### src/hdl/psc_defines.svh
// Constants for the port sideband control block.
// Assumes a single 10 MHz core clock and a synchronous active-high reset.
// Notes on behaviour
// [RULE_01] Power enable low means port power on.
// [RULE_02] Overcurrent inputs are active low.
// [RULE_03] Indicator outputs drive high when active.
// [RULE_04] Indicator pins double as flash pins.
// [RULE_05] Port one/two overcurrent pins double as debug pair.
// [RULE_06] Test select low normal, high test.
// [RULE_07] Upstream plug detect recognises upstream attach.
// [RULE_08] Bus power input means 5 V present.
// [RULE_09] Two special pins stay reserved.
// [RULE_10] Flash role only during a flash access.
// [RULE_11] Asynchronous inputs pass two flip-flops first.
`ifndef PSC_DEFINES_SVH
`define PSC_DEFINES_SVH
`define PSC_PORTS        4
`define PSC_PWR_ON       1'b0
`define PSC_PWR_OFF      1'b1
`define PSC_OC_ACTIVE    1'b0
`define PSC_IND_ON       1'b1
`define PSC_FL_DIN       0
`define PSC_FL_SCLK      1
`define PSC_FL_DOUT      2
`define PSC_FL_SEL_N     3
`define PSC_DBG_DATA     0
`define PSC_DBG_CLK      1
`define PSC_VB_PLUG      0
`define PSC_VB_BUS       1
`define PSC_TM_PIN       1
`define PSC_DBG_LEVEL    2'h0
`endif

### src/hdl/psc_pkg.sv
// Types shared by the port sideband control block.
// Assumes the constants header is included beside it.
`include "psc_defines.svh"
package psc_pkg;
  typedef enum logic [0:0] {
    PSC_IND  = 1'b0,
    PSC_FLASH = 1'b1
  } psc_role_type;

  typedef struct packed {
    logic [`PSC_PORTS-1:0] oc_meta;
    logic [`PSC_PORTS-1:0] oc_sync;
    logic [1:0]            vb_meta;
    logic [1:0]            vb_sync;
    logic [1:0]            tm_meta;
    logic [1:0]            tm_sync;
    logic                  up_oc_meta;
    logic                  up_oc_sync;
    psc_role_type          role;
    logic [`PSC_PORTS-1:0] power_n;
    logic [`PSC_PORTS-1:0] pins;
    logic [`PSC_PORTS-1:0] oc_flag;
    logic                  up_oc;
    logic                  attached;
    logic                  bus_ok;
    logic                  test_mode;
    logic [1:0]            dbg_oe;
    logic [1:0]            spec_oe;
    logic [1:0]            dbg_out;
    logic                  fd_meta;
    logic                  fd_sync;
    logic                  fd_sample;
  } psc_state_type;
endpackage

### src/hdl/psc_sideband.sv
// Sideband pins of a four-port hub: power enables, overcurrent, indicators,
// flash sharing, debug pair, plug and bus power detect, test select.
// Assumes control inputs come from core logic on core_clk; pins are asynchronous.
`timescale 1ns/1ps
`include "psc_defines.svh"
module psc_sideband
  import psc_pkg::*;
#(
  parameter int PORTS = `PSC_PORTS
)(
  input  wire logic             core_clk,           // Core clock, 10 MHz.
  input  wire logic             rst,                // Synchronous reset, active high.
  input  wire logic [PORTS-1:0] port_power_req,     // Core asks port power on.
  input  wire logic [PORTS-1:0] port_indicator_req, // Core asks indicator lit.
  input  wire logic             flash_busy,         // Flash access in progress.
  input  wire logic             flash_serial_clock_in, // Flash clock from core.
  input  wire logic             flash_data_out_in,  // Flash data to device pin.
  input  wire logic             flash_select_n_in,  // Flash select from core.
  input  wire logic             flash_data_in,      // Flash data-in pin sample.
  input  wire logic [PORTS-1:0] port_overcurrent_n, // Overcurrent pins, active low.
  input  wire logic             upstream_overcurrent_n, // Upstream overcurrent pin.
  input  wire logic [1:0]       debug_drive_low,    // Core pulls debug pair low.
  input  wire logic             upstream_plug_detect, // Upstream VBUS pin.
  input  wire logic             bus_power_present,  // 5 V bus presence pin.
  input  wire logic             test_mode_select,   // Test select pin.
  input  wire logic [1:0]       special_pin_in,     // Reserved special pins, input.
  output logic [PORTS-1:0]      port_power_on_n,    // Power enables, active low.
  output logic [PORTS-1:0]      port_indicator,     // Indicator or flash pins.
  output logic [1:0]            debug_serial_oe,    // Debug pair pull-low enable.
  output logic [1:0]            debug_serial_out,   // Debug pair output level.
  output logic [1:0]            debug_serial_in,    // Debug pair, synchronised.
  output logic [PORTS-1:0]      port_overcurrent,   // Overcurrent flags, active high.
  output logic                  upstream_overcurrent, // Upstream overcurrent flag.
  output logic                  upstream_attached,  // Upstream plug seen.
  output logic                  bus_power_ok,       // Bus supply present.
  output logic                  test_mode,          // Test mode active.
  output logic [1:0]            special_pin_oe,     // Reserved pins never driven.
  output logic                  flash_sample        // Flash data-in, synchronised.
);
  // Value of every state field while rst is high. Port power stays off and the
  // overcurrent synchronisers rest at the pins' idle high level, so the end of
  // reset never reports a false overload.
  localparam psc_state_type reset_state = '{
    oc_meta:    {`PSC_PORTS{~`PSC_OC_ACTIVE}},
    oc_sync:    {`PSC_PORTS{~`PSC_OC_ACTIVE}},
    vb_meta:    2'h0,
    vb_sync:    2'h0,
    tm_meta:    2'h0,
    tm_sync:    2'h0,
    up_oc_meta: ~`PSC_OC_ACTIVE,
    up_oc_sync: ~`PSC_OC_ACTIVE,
    role:       PSC_IND,
    power_n:    {`PSC_PORTS{`PSC_PWR_OFF}},
    pins:       {`PSC_PORTS{~`PSC_IND_ON}},
    oc_flag:    {`PSC_PORTS{1'b0}},
    up_oc:      1'b0,
    attached:   1'b0,
    bus_ok:     1'b0,
    test_mode:  1'b0,
    dbg_oe:     2'h0,
    spec_oe:    2'h0,
    dbg_out:    `PSC_DBG_LEVEL,
    fd_meta:    1'b0,
    fd_sync:    1'b0,
    fd_sample:  1'b0
  };

  psc_state_type r;
  psc_state_type next_r;

  // Turns a synchronised active-low pin level into an active-high flag.
  function automatic logic psc_pin_flag(input logic level_n);
    psc_pin_flag = (level_n == `PSC_OC_ACTIVE);
  endfunction

  always_comb
  begin
    next_r = r;
    // [RULE_11] Two-stage synchronisers.
    next_r.oc_meta                = port_overcurrent_n;
    next_r.oc_sync                = r.oc_meta;
    next_r.vb_meta[`PSC_VB_PLUG]  = upstream_plug_detect;
    next_r.vb_meta[`PSC_VB_BUS]   = bus_power_present;
    next_r.vb_sync                = r.vb_meta;
    next_r.tm_meta                = 2'h0;
    next_r.tm_meta[`PSC_TM_PIN]   = test_mode_select;
    next_r.tm_sync                = r.tm_meta;
    next_r.up_oc_meta             = upstream_overcurrent_n;
    next_r.up_oc_sync             = r.up_oc_meta;
    next_r.fd_meta                = flash_data_in;
    next_r.fd_sync                = r.fd_meta;
    next_r.fd_sample              = r.fd_sync;
    // [RULE_02] Low means overcurrent.
    for (int i = 0; i < PORTS; i++)
    begin
      next_r.oc_flag[i] = psc_pin_flag(r.oc_sync[i]);
    end
    next_r.up_oc = psc_pin_flag(r.up_oc_sync);
    // [RULE_01] Drive low for power on.
    for (int i = 0; i < PORTS; i++)
    begin
      next_r.power_n[i] = port_power_req[i] ? `PSC_PWR_ON : `PSC_PWR_OFF;
    end
    // [RULE_10] Flash role during access only.
    next_r.role = flash_busy ? PSC_FLASH : PSC_IND;
    // [RULE_04] Shared indicator and flash pins.
    // The mux follows the registered role, so a role change reaches the pins
    // two cycles after flash_busy moves, one later than the pin data, and all four pins switch together.
    case (r.role)
      PSC_FLASH:
      begin
        // The data-in pin is read back from the flash, so it is held low here.
        next_r.pins                = '0;
        next_r.pins[`PSC_FL_SCLK]  = flash_serial_clock_in;
        next_r.pins[`PSC_FL_DOUT]  = flash_data_out_in;
        next_r.pins[`PSC_FL_SEL_N] = flash_select_n_in;
      end
      PSC_IND:
      begin
        // [RULE_03] Indicator high when active.
        for (int i = 0; i < PORTS; i++)
        begin
          next_r.pins[i] = port_indicator_req[i] ? `PSC_IND_ON : ~`PSC_IND_ON;
        end
      end
      default:
      begin
        next_r.pins = '0;
      end
    endcase
    // [RULE_05] Open-drain debug pair.
    next_r.dbg_oe    = debug_drive_low;
    next_r.dbg_out   = `PSC_DBG_LEVEL;
    // [RULE_07] Upstream attach from VBUS.
    next_r.attached  = r.vb_sync[`PSC_VB_PLUG];
    // [RULE_08] Bus supply presence.
    next_r.bus_ok    = r.vb_sync[`PSC_VB_BUS];
    // [RULE_06] High selects test mode.
    next_r.test_mode = r.tm_sync[`PSC_TM_PIN];
    // [RULE_09] Special pins kept undriven.
    next_r.spec_oe   = 2'h0;
  end

  always_ff @(posedge core_clk)
  begin
    if (rst)
    begin
      r <= reset_state;
    end
    else
    begin
      r <= next_r;
    end
  end

  assign port_power_on_n      = r.power_n;
  assign port_indicator       = r.pins;
  assign debug_serial_oe      = r.dbg_oe;
  assign debug_serial_out     = r.dbg_out;
  assign debug_serial_in      = {r.oc_sync[`PSC_DBG_CLK], r.oc_sync[`PSC_DBG_DATA]};
  assign flash_sample         = r.fd_sample;
  assign port_overcurrent     = r.oc_flag;
  assign upstream_overcurrent = r.up_oc;
  assign upstream_attached    = r.attached;
  assign bus_power_ok         = r.bus_ok;
  assign test_mode            = r.test_mode;
  assign special_pin_oe       = r.spec_oe;
endmodule

### config.mk
export PLATFORM = sky130hd
export DESIGN_NAME = psc_sideband
export DESIGN_NICKNAME = d
export VERILOG_FILES = /design/src/hdl/psc_pkg.sv /design/src/hdl/psc_sideband.sv
export VERILOG_INCLUDE_DIRS = /design/src /design/src/hdl
export SDC_FILE = /design/constraint.sdc
export NUM_CORES = 1
export LEC_CHECK = 0
export BUFFER_PORTS_ARGS = -buffer_cell sky130_fd_sc_hd__buf_2
export CELL_PAD_IN_SITES_DETAIL_PLACEMENT = 0
export CELL_PAD_IN_SITES_GLOBAL_PLACEMENT = 1
export CORE_MARGIN = 2
export CORE_UTILIZATION = 31
export CTS_CLUSTER_SIZE = 28
export DETAILED_ROUTE_END_ITERATION = 12
export PLACE_DENSITY = 0.71
export SETUP_SLACK_MARGIN = 0.02
export SYNTH_ARGS = -nofsm -noshare
export SYNTH_HDL_FRONTEND = slang
export SYNTH_SLANG_ARGS = --single-unit
export TNS_END_PERCENT = 30
### constraint.sdc
create_clock -name core_clk -period 0.8 [get_ports core_clk]
set_input_delay 0.12 -clock core_clk [delete_from_list [all_inputs] [get_ports core_clk]]
set_output_delay 0.12 -clock core_clk [all_outputs]
set_load 0.01 [all_outputs]
==> results of run 1 <==
==> per-layer routing <==
layer  track usage  share of wire  up-vias
met1        0.0880           0.38      297
li1              -              -      366
met3        0.0579           0.14        3
met4        0.0459          0.018        0
met2         0.144           0.46       39
met5             0              0        -
==> registers in the layout, indices dropped and copies added (netlist names) <==
| signal | cells |
|---|---|
| port_overcurrent | 4 |
| port_indicator | 4 |
| port_power_on_n | 4 |
| debug_serial_oe | 2 |
| upstream_attached | 1 |
| bus_power_ok | 1 |
| upstream_overcurrent | 1 |
| next_r | 13 |
| test_mode | 1 |
| r | 4 |
| debug_serial_in | 2 |
| flash_sample | 1 |
==> metrics by stage <==
stage	worst slack, ns	std cells
floorplan	0.0562	107
CTS	-0.0608	193
global placement	-0.00188	182
detailed placement	-0.0279	182
finish	-0.0425	193
global route	-0.0857	193
==> final timing paths <==
| kind | startpoint | to | slack, ns | cells past startpoint |
|---|---|---|---|---|
| setup / recovery | debug_serial_in[0] | debug_serial_in[0] | -0.04 | 1 |
| hold / removal | port_power_req[2] | port_power_on_n[2] | 0.01 | 2 |
| hold reg to reg | r[38] | port_overcurrent[2] | 0.37 | 1 |
| setup reg to reg | r[25] | port_indicator[1] | 0.06 | 2 |
==> final cells by class <==
class                      instances  area (um2)
clock buffer                       6        82.6
clock inverter                     2        12.5
fill                             372        2130
multi-input combinational         45         269
sequential                        38         772
tap                               48        60.1
timing repair buffer              54         363
==> what timing repair did <==
item | 4_1_cts | 5_1_grt
endpoints found under the setup margin | 24 | 24
gates resized for setup | 7 | 7
endpoints found under the hold margin | 3 | 0
hold buffers | 3 | 0
==> cells in the mapped netlist, drive strengths merged <==
master	count	area, um2
or2	10	62.6
mux2i	3	30.0
nor2b	15	93.8
buf	24	185
nor3b	1	12.5
nor2	8	30.0
conb	1	3.75
dfxtp	38	761
nand2b	4	25.0
==> power by group <==
group	total, mW	internal, mW	switching, mW
Clock	1.32	0.691	0.624
Sequential	2.00	1.98	0.0249
Combinational	0.281	0.169	0.112
==> worst register-to-register path, delay by kind of cell, from the launching register on <==
family,cells,cell delay [ns]
DFF,1,0.38
and+or+nand+nor,1,0.06
muxes,1,0.19
==> logic make-up (layout without fill, tap and decap cells) <==
logic type	after synthesis	after routing	share of synthesized area
buf+inv	24	62	0.154
flops	38	38	0.632
mux	3	3	0.0249
other cells	1	4	0.00312
simple gates	38	38	0.186
==> results_dict.tcl, run 1 <==
set metrics [dict create \
    status "complete, but fails checks" \
    violations "negative setup slack" \
    fin_setup_tns_ns -0.609 \
    fp-row-count 22 \
    antenna_cells 0 \
    layout.nets 171 \
    maxCapViolations 0 \
    avgSynthCellArea_um2 11.6 \
    crit_path_max_incr_delay_ns 0.33 \
    via_count 705 \
    grt_usage 0.0895 \
    drv_slew 0 \
    period_minus_slack_ns 0.843 \
    path_max_fanout 2 \
    ys_ff_latch 38 \
    die_area_um2 4400 \
    irDropWorstVdd_mv 0.893 \
    final_cell_mix "buf_2 (39), dfxtp_1 (31), nor2b_1 (15)" \
    pwr_density_cell_nw_per_um2 2310 \
    yosysUniqueCellTypes 12 \
    netlist_area_um2 1200 \
    cts_tree "built" \
    fin_ws_ns -0.0425 \
    design.core.area_um2 3690 \
    layout_commonest_cell "buf_2" \
    drc 0 \
    dp_hpwl_um 1300 \
    grt_pass1_vias 664 \
    syn_inst 104 \
    ioPinCount 52 \
    overflow 0 \
    required_ns 0.68 \
    cp-end-kind "primary output" \
    hold_class "in -> reg" \
    start_util 0.326 \
    viasPerCell 3.65 \
    fmax_mhz 1190 \
    whs_ns 0.0114 \
    finalHoldViolCount 0 \
    die_width_um 66.3 \
    grt_first_pass_wirelength_um 2780 \
    antenna_found_initial 0 \
    grt_max_degree 14 \
    wl_per_cell_um 9.18 \
    rsz0062_at_grt "true" \
    totalWireLength_um 1770 \
    final_area_um2 1560 \
    clock_sinks 38 \
    crit_buf_inv 1 \
    worstPathCellList "buf_6" \
    fin_crit_sh 1.05 \
    dpl_cell_area_um2 1390 \
    ant_nets 0 \
    final_util 0.423 \
    clockBufferDepth 2 \
    worstSetupStartpointType "register" \
    clock_latency_ns 0.28 \
    cts_buffers 5 \
    dieHeight_um 66.3 \
    htree_num_levels 2 \
    worstSetupPathType "reg -> out" \
    ys_warn_count 0 \
    clkSlewWorstSetupHoldPaths_ns 0.07 \
    post_cts_buffers 0 \
    p_total_mw 3.60 \
    crit_path_top_delay_cell "dfxtp_2" \
    gp_congestion 0.608 \
    drt_iter0_drc 7 \
    setup_violations 21 \
    leakage_nw 0.719 \
    dr.pass1.iters 2 \
    syn_to_final_growth_pct 29.5 \
    cts-root-buf "clkbuf_8" \
    final_layout_size_suffix_gt1_frac 0.483 \
    crit_family "flip-flops" \
    yosysSeqAreaShare 0.632 \
    crit_arrival_ns 0.72 \
    fin_skew_ns 0.00604 \
    numPortBuffers 45 \
]
(Power assumes the default switching activity.)
==> run 2, diff against run 1 <==
CORE_UTILIZATION = 34   (was 31)
CTS_CLUSTER_SIZE = 20   (was 28)
PLACE_DENSITY = 0.74   (was 0.71)
clock period = 0.9 ns   (was 0.8 ns; I/O delays follow)
==> results_dict.tcl, run 2 (synthesis gave the netlist of run 1 again) <==
set metrics [dict create \
    drv_slew 0 \
    fp-row-count 21 \
    period_minus_slack_ns 0.903 \
    final_cell_count_no_fill 198 \
    worstRegToRegCells 2 \
    fmax_mhz 1110 \
    viasPerCell 3.70 \
    required_ns 0.76 \
    fin_crit_sh 1.00 \
    timing.rr.start "r[25]" \
    wl_per_cell_um 8.81 \
    final_cell_mix "buf_2 (35), dfxtp_1 (27), nor2b_1 (15)" \
    hold_path_depth 2 \
    htree_num_levels 2 \
    layout.nets 178 \
    drc 0 \
    clock_sinks 38 \
    violations "negative setup slack" \
    cts_buffers 5 \
    final_util 0.488 \
    die_area_um2 4030 \
    status "complete, but fails checks" \
    largest_register_ffs 13 \
    leakage_nw 0.750 \
    worstPathCellList "buf_2" \
    worstSetupPathType "reg -> out" \
    dp_cells 178 \
    crit_buf_inv 1 \
    dr.pass1.iters 2 \
    rsz0062_at_grt "true" \
    dp_hpwl_um 1210 \
    grt_pass1_vias 629 \
    register_area_um2 774 \
    clock_latency_ns 0.32 \
    crit_family "flip-flops" \
    rrSetupSlack_ns 0.13 \
    antenna_cells 0 \
    maxCapViolations 0 \
    cts_tree "built" \
    crit_path_max_incr_delay_ns 0.32 \
    clkSlewWorstSetupHoldPaths_ns 0.11 \
    p_total_mw 3.09 \
    fillers 334 \
    totalWireLength_um 1750 \
    final_layout_size_suffix_gt1_frac 0.474 \
    finalHoldViolCount 0 \
    layout_commonest_cell "buf_2" \
    grt_first_pass_wirelength_um 2730 \
    die_width_um 63.5 \
    via_count 732 \
    path_max_fanout 1 \
    clockBufferDepth 2 \
    worstSetupStartpointType "register" \
    syn_to_final_growth_pct 36.5 \
    setup_violations 2 \
    pwr_density_cell_nw_per_um2 1880 \
    irDropWorstVdd_mv 0.836 \
    grt_usage 0.0929 \
    crit_arrival_ns 0.77 \
    final_area_um2 1640 \
    hold_class "in -> reg" \
    grt_max_degree 13 \
    cp-end-kind "primary output" \
    fin_skew_ns 0.00494 \
    drt_iter0_drc 7 \
    design.core.area_um2 3360 \
    gp_congestion 0.653 \
    hold_start "flash_busy" \
    hold_end "r[25]" \
    crit_path_top_delay_cell "dfxtp_1" \
    ant_nets 0 \
    fin_setup_tns_ns -0.00581 \
    post_cts_buffers 0 \
    fin_ws_ns -0.00319 \
    post-place-ws_ns 0.0695 \
    overflow 0 \
    whs_ns 0.0183 \
    multi_input_area_um2 269 \
    reg2reg_to "port_indicator[2]" \
    start_util 0.358 \
    cts-root-buf "clkbuf_4" \
    dieHeight_um 63.5 \
    ioPinCount 52 \
    dpl_cell_area_um2 1370 \
    antenna_found_initial 0 \
    numPortBuffers 45 \
]
[run 2: cell count changes in the layout (fill, tap and decap cells not counted), moves of 3 or more]
cell           before  now
buf_6               6   10
buf_2              39   35
clkbuf_8            6    3
dfxtp_2             6   11
dfxtp_1            31   27
dlygate4sd3_1       3   12
clkbuf_4            0    5
[run 2: cell type report]
class | count | share of cell area
Clock buffer | 8 | 0.0480
Multi-Input combinational cell | 45 | 0.164
Sequential cell | 38 | 0.471
Tap cell | 46 | 0.0350
Timing Repair Buffer | 61 | 0.282
[run 2: routing by layer]
| metal | up-vias | part of all wire | routed length [um] | global-route usage |
|---|---|---|---|---|
| li1 | 382 | - | - | - |
| met1 | 316 | 0.40 | 691 | 0.0958 |
| met5 | - | 0 | 0 | 0 |
| met2 | 30 | 0.49 | 858 | 0.141 |
| met3 | 4 | 0.078 | 136 | 0.0375 |
| met4 | 0 | 0.033 | 57 | 0.0897 |
[run 2: worst max path at each step]
stage                     slack [ns]                  to                from  cells after the start
final                         -0.003   upstream_attached   upstream_attached                      1
after global routing           -0.06   upstream_attached   upstream_attached                      1
after CTS                      -0.03  debug_serial_oe[0]  debug_serial_oe[0]                      1
after detailed placement        0.07  debug_serial_in[0]                 rst                      3
after global placement          0.08          next_r[37]                 rst                      3
after floorplan                 0.16   port_indicator[1]               r[25]                      2
[run 2: timing repair]
action / 4_1_cts / 5_1_grt
setup endpoints to repair: 21 / 23
endpoints found under the hold margin: 12 / 0
gates resized for setup: 6 / 15
pin swaps: 0 / 0
hold buffers: 12 / 0
[run 2: power by group]
part           internal, mW  switching, mW  total [mW]
Clock                 0.534          0.497        1.03
Sequential             1.76         0.0233        1.78
Combinational         0.177          0.101       0.278
